### src/include/rqmh_map.svh
// Register offsets, field positions, reset values and CRC constants of the queue threshold and hash block.
`ifndef RQMH_MAP_SVH
`define RQMH_MAP_SVH

////////////////////////////////////////////////////////////////////////////////
// Register byte offsets on the parallel host port.
`define RQMH_ADDR_W              12
`define RQMH_OFF_RX_FRAME_THRESH 12'h19c
`define RQMH_OFF_TX_NEXT_SPACE   12'h19e
`define RQMH_OFF_GROUP_HASH0     12'h1a0
`define RQMH_OFF_GROUP_HASH1     12'h1a2
`define RQMH_OFF_GROUP_HASH2     12'h1a4
`define RQMH_OFF_GROUP_HASH3     12'h1a6

////////////////////////////////////////////////////////////////////////////////
// Field positions.
`define RQMH_RX_FRAME_THRESHOLD_VALUE_LSB           0
`define RQMH_RX_FRAME_THRESHOLD_VALUE_MSB           7
`define RQMH_HASH_WORD_SEL_MSB   5
`define RQMH_HASH_WORD_SEL_LSB   4
`define RQMH_HASH_BIT_SEL_MSB    3
`define RQMH_HASH_BIT_SEL_LSB    0
`define RQMH_DA_GROUP_BIT        40

////////////////////////////////////////////////////////////////////////////////
// Reset values.
`define RQMH_RST_RX_FRAME_THRESH 16'h0000
`define RQMH_RST_TX_NEXT_SPACE   16'h0000
`define RQMH_RST_GROUP_HASH      16'h0000

////////////////////////////////////////////////////////////////////////////////
// Hash CRC.
`define RQMH_CRC_POLY            32'h04c11db7
`define RQMH_CRC_INIT            32'hffffffff

`endif

### src/include/rqmh_pkg.sv
// Types shared by the queue threshold and hash filter block.
package rqmh_pkg;

  typedef logic [15:0] rqmh_word_t;
  typedef logic [5:0]  rqmh_hash_idx_t;
  typedef logic [47:0] rqmh_mac_t;

  // Why the filter reached its verdict for one destination address.
  typedef enum logic [1:0] {
    RQMH_WHY_INDIVIDUAL,
    RQMH_WHY_PASS_ALL,
    RQMH_WHY_HASH_HIT,
    RQMH_WHY_HASH_MISS
  } rqmh_why_e;

endpackage

### src/include/rqmh_crc_if.sv
// Carrier between the filter logic and the destination-address hash module.
`timescale 1ns/10ps
interface rqmh_crc_if;
  import rqmh_pkg::*;

  rqmh_mac_t      da;
  rqmh_hash_idx_t index;

  modport filt_end (output da, input index);
  modport crc_end  (input da, output index);
endinterface

### src/verilog/rqmh_hash_crc.sv
// Destination-address hash: six top bits of the frame check CRC over the address.
`timescale 1ns/10ps
`include "rqmh_map.svh"
module rqmh_hash_crc (
  rqmh_crc_if.crc_end bus
);
  import rqmh_pkg::*;

  // Bytes go in wire order (first byte in da[47:40]), each byte least significant bit first.
  always_comb begin
    logic [31:0] crc;
    logic        fb;
    crc = `RQMH_CRC_INIT;
    fb  = 1'b0;
    for (int b = 0; b < 6; b++) begin
      for (int k = 0; k < 8; k++) begin
        fb  = crc[31] ^ bus.da[47 - 8 * b - 7 + k];
        crc = {crc[30:0], 1'b0} ^ (fb ? `RQMH_CRC_POLY : 32'h00000000);
      end
    end
    bus.index = crc[31:26];
  end

endmodule // rqmh_hash_crc

### src/verilog/rqmh_top.sv
// Receive frame threshold, transmit space request and group address hash filter of the queue manager.
`timescale 1ns/10ps
`include "rqmh_map.svh"

module rqmh_top #(
  parameter int TH_W    = 8,
  parameter int SPACE_W = 16
) (
  input  wire logic                  i_sys_clk,
  input  wire logic                  i_rst_n,
  // Parallel host register port.
  input  wire logic [`RQMH_ADDR_W-1:0] i_reg_addr,
  input  wire logic                  i_reg_wr,
  input  wire logic                  i_reg_rd,
  input  wire logic [1:0]            i_reg_be,
  input  wire rqmh_pkg::rqmh_word_t  i_reg_wdata,
  output rqmh_pkg::rqmh_word_t       o_reg_rdata,
  output logic                       o_reg_rvalid,
  // Receive queue threshold.
  input  wire logic                  i_rx_thresh_int_en,
  input  wire logic [TH_W-1:0]       i_rx_frame_count,
  input  wire logic                  i_rx_status_clr,
  output logic                       o_rx_status,
  // Transmit queue space monitor.
  input  wire logic                  i_tx_space_mon_en,
  input  wire logic [SPACE_W-1:0]    i_tx_free_dwords,
  input  wire logic                  i_tx_space_clr,
  output logic                       o_tx_space_status,
  // Group address filter.
  input  wire logic                  i_hash_perfect_mode,
  input  wire logic                  i_rx_all,
  input  wire logic                  i_mcast_mac_filt,
  input  wire logic                  i_da_valid,
  input  wire rqmh_pkg::rqmh_mac_t   i_da,
  output logic                       o_filt_valid,
  output logic                       o_filt_group,
  output logic                       o_filt_accept,
  output rqmh_pkg::rqmh_why_e        o_filt_why,
  output rqmh_pkg::rqmh_hash_idx_t   o_filt_index
);
  import rqmh_pkg::*;

  if (TH_W < 1 || TH_W > 8) begin : g_bad_th
    $error("TH_W must lie between 1 and 8");
  end
  if (SPACE_W < 1 || SPACE_W > 16) begin : g_bad_space
    $error("SPACE_W must lie between 1 and 16");
  end

  ////////////////////////////////////////////////////////////////////////////////
  // Register file state.
  rqmh_word_t     rx_frame_threshold_ff;
  rqmh_word_t     nxt_rx_frame_threshold_ff;
  rqmh_word_t     tx_next_space_request_ff;
  rqmh_word_t     nxt_tx_next_space_request_ff;
  rqmh_word_t     group_hash_ff     [4];
  rqmh_word_t     nxt_group_hash_ff [4];
  rqmh_word_t     rdata_ff;
  rqmh_word_t     nxt_rdata_ff;
  logic           rvalid_ff;
  logic           nxt_rvalid_ff;
  logic           tx_req_written;

  // Merges a write into a word under the two byte enables.
  function automatic rqmh_word_t merge_bytes(input rqmh_word_t old_v, input rqmh_word_t new_v,
                                             input logic [1:0] be);
    rqmh_word_t r;
    r = old_v;
    if (be[0]) begin
      r[7:0] = new_v[7:0];
    end
    if (be[1]) begin
      r[15:8] = new_v[15:8];
    end
    return r;
  endfunction

  always_comb begin
    nxt_rx_frame_threshold_ff    = rx_frame_threshold_ff;
    nxt_tx_next_space_request_ff = tx_next_space_request_ff;
    for (int i = 0; i < 4; i++) begin
      nxt_group_hash_ff[i] = group_hash_ff[i];
    end
    tx_req_written = 1'b0;
    if (i_reg_wr) begin
      unique case (i_reg_addr)
        `RQMH_OFF_RX_FRAME_THRESH: begin
          // The reserved high byte is stored as written.
          nxt_rx_frame_threshold_ff = merge_bytes(rx_frame_threshold_ff, i_reg_wdata, i_reg_be);
        end
        `RQMH_OFF_TX_NEXT_SPACE: begin
          nxt_tx_next_space_request_ff = merge_bytes(tx_next_space_request_ff, i_reg_wdata, i_reg_be);
          tx_req_written               = |i_reg_be;
        end
        `RQMH_OFF_GROUP_HASH0: begin
          nxt_group_hash_ff[0] = merge_bytes(group_hash_ff[0], i_reg_wdata, i_reg_be);
        end
        `RQMH_OFF_GROUP_HASH1: begin
          nxt_group_hash_ff[1] = merge_bytes(group_hash_ff[1], i_reg_wdata, i_reg_be);
        end
        `RQMH_OFF_GROUP_HASH2: begin
          nxt_group_hash_ff[2] = merge_bytes(group_hash_ff[2], i_reg_wdata, i_reg_be);
        end
        `RQMH_OFF_GROUP_HASH3: begin
          nxt_group_hash_ff[3] = merge_bytes(group_hash_ff[3], i_reg_wdata, i_reg_be);
        end
        default: begin
          // Other offsets belong to neighbouring blocks; the write is ignored here.
        end
      endcase
    end
  end

  // Read data is registered so the host port sees it one cycle after the strobe.
  always_comb begin
    nxt_rvalid_ff = i_reg_rd;
    nxt_rdata_ff  = 16'h0000;
    if (i_reg_rd) begin
      unique case (i_reg_addr)
        `RQMH_OFF_RX_FRAME_THRESH: nxt_rdata_ff = rx_frame_threshold_ff;
        `RQMH_OFF_TX_NEXT_SPACE:   nxt_rdata_ff = tx_next_space_request_ff;
        `RQMH_OFF_GROUP_HASH0:     nxt_rdata_ff = group_hash_ff[0];
        `RQMH_OFF_GROUP_HASH1:     nxt_rdata_ff = group_hash_ff[1];
        `RQMH_OFF_GROUP_HASH2:     nxt_rdata_ff = group_hash_ff[2];
        `RQMH_OFF_GROUP_HASH3:     nxt_rdata_ff = group_hash_ff[3];
        default:                   nxt_rdata_ff = 16'h0000;
      endcase
    end
  end

  always_ff @(posedge i_sys_clk) begin
    if (!i_rst_n) begin
      rx_frame_threshold_ff    <= `RQMH_RST_RX_FRAME_THRESH;
      tx_next_space_request_ff <= `RQMH_RST_TX_NEXT_SPACE;
      for (int i = 0; i < 4; i++) begin
        group_hash_ff[i] <= `RQMH_RST_GROUP_HASH;
      end
      rdata_ff  <= 16'h0000;
      rvalid_ff <= 1'b0;
    end else begin
      rx_frame_threshold_ff    <= nxt_rx_frame_threshold_ff;
      tx_next_space_request_ff <= nxt_tx_next_space_request_ff;
      for (int i = 0; i < 4; i++) begin
        group_hash_ff[i] <= nxt_group_hash_ff[i];
      end
      rdata_ff  <= nxt_rdata_ff;
      rvalid_ff <= nxt_rvalid_ff;
    end
  end

  ////////////////////////////////////////////////////////////////////////////////
  // Receive threshold and transmit space status.
  logic [TH_W-1:0]    rx_frame_threshold_value;
  logic [SPACE_W-1:0] tx_space_req_dwords;
  logic               rx_cond;
  logic               tx_cond;
  logic               rx_cond_ff;
  logic               nxt_rx_cond_ff;
  logic               tx_cond_ff;
  logic               nxt_tx_cond_ff;
  logic               rx_status_ff;
  logic               nxt_rx_status_ff;
  logic               tx_status_ff;
  logic               nxt_tx_status_ff;

  assign rx_frame_threshold_value = rx_frame_threshold_ff[TH_W-1:0];
  // The request is a double-word count, the same unit as the free-space input.
  assign tx_space_req_dwords      = tx_next_space_request_ff[SPACE_W-1:0];

  // A threshold of zero still works as a compare here, but software is told to keep it at one or more.
  // Writing one while reception runs is left to software; nothing here guards against it.
  assign rx_cond = i_rx_thresh_int_en && (i_rx_frame_count > rx_frame_threshold_value);
  assign tx_cond = i_tx_space_mon_en && (i_tx_free_dwords >= tx_space_req_dwords);

  // Status is edge-triggered: it sets when the condition appears, so clearing it while the
  // condition persists does not immediately set it again. A new space request re-arms the monitor.
  always_comb begin
    nxt_rx_cond_ff   = rx_cond;
    nxt_tx_cond_ff   = tx_req_written ? 1'b0 : tx_cond;
    nxt_rx_status_ff = rx_status_ff;
    nxt_tx_status_ff = tx_status_ff;
    if (i_rx_status_clr) begin
      nxt_rx_status_ff = 1'b0;
    end
    if (rx_cond && !rx_cond_ff) begin
      nxt_rx_status_ff = 1'b1;
    end
    if (i_tx_space_clr) begin
      nxt_tx_status_ff = 1'b0;
    end
    if (tx_cond && !tx_cond_ff) begin
      nxt_tx_status_ff = 1'b1;
    end
  end

  always_ff @(posedge i_sys_clk) begin
    if (!i_rst_n) begin
      rx_cond_ff   <= 1'b0;
      tx_cond_ff   <= 1'b0;
      rx_status_ff <= 1'b0;
      tx_status_ff <= 1'b0;
    end else begin
      rx_cond_ff   <= nxt_rx_cond_ff;
      tx_cond_ff   <= nxt_tx_cond_ff;
      rx_status_ff <= nxt_rx_status_ff;
      tx_status_ff <= nxt_tx_status_ff;
    end
  end

  ////////////////////////////////////////////////////////////////////////////////
  // Group address hash filter.
  rqmh_crc_if crc_bus ();

  rqmh_hash_crc u_hash_crc (
    .bus (crc_bus.crc_end)
  );

  assign crc_bus.da = i_da;

  logic           da_group;
  logic           hash_bit;
  logic           filt_valid_ff;
  logic           nxt_filt_valid_ff;
  logic           filt_group_ff;
  logic           nxt_filt_group_ff;
  logic           filt_accept_ff;
  logic           nxt_filt_accept_ff;
  rqmh_why_e      filt_why_ff;
  rqmh_why_e      nxt_filt_why_ff;
  rqmh_hash_idx_t filt_index_ff;
  rqmh_hash_idx_t nxt_filt_index_ff;

  // The group bit is the least significant bit of the first address byte on the wire.
  assign da_group = i_da[`RQMH_DA_GROUP_BIT];
  assign hash_bit = group_hash_ff[crc_bus.index[`RQMH_HASH_WORD_SEL_MSB:`RQMH_HASH_WORD_SEL_LSB]]
                                 [crc_bus.index[`RQMH_HASH_BIT_SEL_MSB:`RQMH_HASH_BIT_SEL_LSB]];

  // Outside hash-perfect mode this block does not judge group frames; other filters do.
  always_comb begin
    nxt_filt_valid_ff  = i_da_valid;
    nxt_filt_group_ff  = filt_group_ff;
    nxt_filt_accept_ff = filt_accept_ff;
    nxt_filt_why_ff    = filt_why_ff;
    nxt_filt_index_ff  = filt_index_ff;
    if (i_da_valid) begin
      nxt_filt_group_ff = da_group;
      nxt_filt_index_ff = crc_bus.index;
      if (!da_group) begin
        nxt_filt_accept_ff = 1'b1;
        nxt_filt_why_ff    = RQMH_WHY_INDIVIDUAL;
      end else if ((i_rx_all && i_mcast_mac_filt) || !i_hash_perfect_mode) begin
        nxt_filt_accept_ff = 1'b1;
        nxt_filt_why_ff    = RQMH_WHY_PASS_ALL;
      end else if (hash_bit) begin
        nxt_filt_accept_ff = 1'b1;
        nxt_filt_why_ff    = RQMH_WHY_HASH_HIT;
      end else begin
        nxt_filt_accept_ff = 1'b0;
        nxt_filt_why_ff    = RQMH_WHY_HASH_MISS;
      end
    end
  end

  always_ff @(posedge i_sys_clk) begin
    if (!i_rst_n) begin
      filt_valid_ff  <= 1'b0;
      filt_group_ff  <= 1'b0;
      filt_accept_ff <= 1'b0;
      filt_why_ff    <= RQMH_WHY_INDIVIDUAL;
      filt_index_ff  <= 6'h00;
    end else begin
      filt_valid_ff  <= nxt_filt_valid_ff;
      filt_group_ff  <= nxt_filt_group_ff;
      filt_accept_ff <= nxt_filt_accept_ff;
      filt_why_ff    <= nxt_filt_why_ff;
      filt_index_ff  <= nxt_filt_index_ff;
    end
  end

  ////////////////////////////////////////////////////////////////////////////////
  // Outputs, each straight from a flip-flop.
  assign o_reg_rdata       = rdata_ff;
  assign o_reg_rvalid      = rvalid_ff;
  assign o_rx_status       = rx_status_ff;
  assign o_tx_space_status = tx_status_ff;
  assign o_filt_valid      = filt_valid_ff;
  assign o_filt_group      = filt_group_ff;
  assign o_filt_accept     = filt_accept_ff;
  assign o_filt_why        = filt_why_ff;
  assign o_filt_index      = filt_index_ff;

endmodule // rqmh_top

### config.mk
export PLATFORM = sky130hd
export DESIGN_NAME = rqmh_top
export DESIGN_NICKNAME = d
export VERILOG_FILES = /design/src/include/rqmh_pkg.sv /design/src/include/rqmh_crc_if.sv /design/src/verilog/rqmh_hash_crc.sv /design/src/verilog/rqmh_top.sv
export VERILOG_INCLUDE_DIRS = /design/src /design/src/include
export SDC_FILE = /design/constraint.sdc
export NUM_CORES = 1
export LEC_CHECK = 0
export BUFFER_PORTS_ARGS = -buffer_cell sky130_fd_sc_hd__buf_2
export CORE_MARGIN = 10
export CORE_UTILIZATION = 50
export CTS_BUF_LIST = sky130_fd_sc_hd__clkbuf_8 sky130_fd_sc_hd__clkbuf_16
export DETAILED_ROUTE_END_ITERATION = 10
export PLACE_DENSITY = 0.77
export SYNTH_ARGS = -nofsm -noshare
export SYNTH_HDL_FRONTEND = slang
export SYNTH_SLANG_ARGS = --single-unit
### constraint.sdc
create_clock -name i_sys_clk -period 5.1 [get_ports i_sys_clk]
set_clock_uncertainty 0.1 [all_clocks]
set_input_delay 0.255 -clock i_sys_clk [delete_from_list [all_inputs] [get_ports i_sys_clk]]
set_output_delay 0.255 -clock i_sys_clk [all_outputs]
set_load 0.05 [all_outputs]
==> flow_summary.json <==
{
  "outcome": "completed",
  "synth_top_cell_by_area": "dfxtp_1",
  "dr.pass1.iters": 5,
  "grt_setup_unrepaired": "false",
  "wire_per_inst_um": 19.8,
  "final_cell_mix": "buf_2 (142), dfxtp_1 (128), xnor2_1 (77)",
  "path_class": "in -> reg",
  "synth_cells": 818,
  "p_seq_share_pct": 10.7,
  "pin_count": 144,
  "netSwitchingFraction_pct": 39.7,
  "rows": 48,
  "cts_sinks": 128,
  "grt_usage_pct": 19.8,
  "clk_pin_slew_ps": 60,
  "ant_nets": 0,
  "start_util_pct": 50.9,
  "place.gp.congestion": 0.896,
  "crit_required_ps": 5360,
  "grt_max_degree": 109,
  "hp-class": "in -> reg",
  "worst_setup_path_start_kind": "input pin",
  "clockBufferDepth": 2,
  "cts_resized": 0,
  "dieArea_mm2": 0.0233,
  "post-route-period-util_pct": 89.9,
  "maxCapViolations": 0,
  "synth_nets": 956,
  "root_buffer": "clkbuf_16",
  "routed-via-count": 6667,
  "p_int_mw": 5.89,
  "synthesis.area_mm2": 0.00880,
  "grt_pass1_vias": 6797,
  "setup_viol": 0,
  "yosys_warnings": 0,
  "slew_headroom_pct": 39.9,
  "insertion_delay_ps": 420,
  "synth-seq-cells": 128,
  "vias_per_cell": 5.57,
  "pwr-share-clk_pct": 12.5,
  "cp.arrival_ps": 4840,
  "yosysTopAreaCellShare_pct": 29.1,
  "synth_area_leaders": "dfxtp_1 (29%), xnor3_1 (12%), mux2i_1 (8.4%)",
  "switchingPower_mw": 3.87,
  "tightestPinTransition_ps": 902,
  "synth_top_flop_cell": "dfxtp_1",
  "seq_area_frac_synth_pct": 29.1,
  "cts_tree": "built",
  "antenna_found_initial": 2,
  "nets": 1096,
  "chipWidth_um": 153,
  "cp_max_fo": 8,
  "place_inst": 1163,
  "port_buffers": 142,
  "cpPeakStageDelay_ps": 610,
  "grt_pass1_wl_um": 37400,
  "finalSetupTns_ps": 0,
  "timing.fmax_mhz": 218,
  "irDropWorstVdd_mv": 1.41,
  "r2r_cells": 14,
  "dieHeight_um": 153,
  "hold_path_depth": 3,
  "area_delta_synth_final_pct": 18.5,
  "drtIter0Drc": 435,
  "grt-ovfl-total": 0,
  "synth_edf_count": 0,
  "synth_cell_type_count": 43,
  "worstSetupPathDepth": 15,
  "stdcell_count": 1198,
  "p_comb_share_pct": 76.8,
  "dp_hpwl_um": 17400,
  "cts_buffers": 17,
  "finalWorstPathRequiredPeriod_ps": 4590,
  "drive_gt1_share_pct": 23.1,
  "core_mm2": 0.0173,
  "leakagePower_nw": 4.58,
  "slew_viol_final": 0,
  "worst_path_max_delay_cell": "mux4_1",
  "mostFrequentLayoutCell": "buf_2",
  "cp_common_cell": "xnor3_2",
  "ys_async_sr_fraction_pct": 0,
  "synth.avg_cell_area_um2": 10.8,
  "critical_path_buf_inv_count": 2,
  "path_cells": "buf_2 -> xnor3_2 -> xnor2_4 -> xnor3_2 -> xnor2_2 -> xor3_2 -> xnor3_2 -> buf_4 -> mux4_1 -> mux4_2 -> mux2i_1 -> mux2i_1 -> nand3_1 -> nand3_1 -> a21boi_1",
  "htree_levels": 4,
  "wl_um": 23700,
  "drcViolationCount": 0,
  "cpLargestDelayFamily": "XOR/XNOR gates",
  "hold_violations": 0,
  "endpoint_kind": "flip-flop",
  "p_per_area_mw_per_mm2": 935
}
==> power by group through the flow <==
stage	clock, mW	combinational (mW)	sequential, mW
5_1_grt	1.27	7.75	1.04
3_5_place_dp	0	7.49	1.06
6_report	1.22	7.49	1.04
3_3_place_gp	0	7.38	1.06
4_1_cts	1.23	7.52	1.04
2_1_floorplan	0	6.03	1.13
==> kinds of logic (layout without fill, tap and decap cells) <==
logic type / after synthesis / after routing / share of synthesized area (%)
multiplexers: 94 / 94 / 13.8
buffers and inverters: 80 / 233 / 3.71
flip-flops: 128 / 128 / 29.1
XOR/XNOR: 180 / 180 / 28.8
other: 0 / 2 / 0
AO/OA/AOI/OAI: 122 / 122 / 9.97
adder cells (fa/ha/maj): 24 / 24 / 3.41
AND/OR/NAND/NOR: 190 / 190 / 11.2
==> cell type report <==
| class | count | area, um2 |
|---|---|---|
| fillers | 1426 | 6870 |
| multi-input cells | 610 | 5910 |
| flip-flops and latches | 128 | 2560 |
| repair buffers | 169 | 941 |
| clock buffers | 22 | 494 |
| well taps | 225 | 282 |
| inverters | 32 | 120 |
| clock inverters | 10 | 109 |
| diodes | 2 | 5.00 |
==> cells in the mapped netlist, types with 13 or more instances <==
cell      number
a21boi_0      34
a22oi_1       48
a31oi_1       16
clkbuf_1      36
dfxtp_1      128
ha_1          24
inv_1         32
mux2i_1       74
mux4_2        14
nand2_1       70
nand3_1       14
nor2b_1       67
xnor2_1       77
xnor3_1       47
xor2_1        33
xor3_1        13
==> what timing repair did <==
item | 4_1_cts | 5_1_grt
buffers inserted | 0 | 0
hold endpoints to repair | 1 | 0
hold buffers | 1 | 0
==> per-layer routing <==
layer  up-vias  wire (um)  global-route usage (%)  share of wire (%)
li1       3145          -                       -                  -
met1      3197       9950                    24.3                 42
met2       278      11600                    34.0                 49
met3        43       1680                    4.57                7.1
met4         4        417                    5.13                1.8
met5         -         22                       0              0.093
==> sequential cells by signal, indices dropped and copies added (netlist names) <==
| register | count |
|---|---|
| rx_frame_threshold_ff | 16 |
| group_hash_ff | 64 |
| o_filt_valid | 1 |
| o_filt_why | 2 |
| tx_cond_ff | 1 |
| o_reg_rvalid | 1 |
| rx_cond_ff | 1 |
| o_tx_space_status | 1 |
| o_reg_rdata | 16 |
| tx_next_space_request_ff | 16 |
| o_filt_group | 1 |
| o_filt_index | 6 |
| o_filt_accept | 1 |
| o_rx_status | 1 |
==> worst paths after layout <==
| kind | startpoint | endpoint | slack, ps |
|---|---|---|---|
| setup / recovery | i_da[45] | o_filt_why[0] | 510 |
| hold / removal | i_tx_space_clr | o_tx_space_status | 4 |
| setup reg to reg | tx_next_space_request_ff[0] | o_tx_space_status | 1940 |
| hold reg to reg | o_filt_why[0] | o_filt_why[0] | 370 |
==> worst min-delay path: stages <==
cell and delay [ps]:
buf_2 70, nand2b_1 80, a21boi_0 70
==> through the flow <==
stage	hold slack [ps]	worst slack, ps	util [%]	total power [mW]	instance area, um2
floorplan	274	262	-	7.16	8800
global placement	356	170	56.7	8.44	9810
detailed placement	360	95.5	56.7	8.55	9810
CTS	7.39	510	60.3	9.79	10400
global route	14.5	377	60.3	10.1	10400
finish	4.23	515	60.3	9.75	10400
Note: power is estimated with default switching activity, not from simulation.
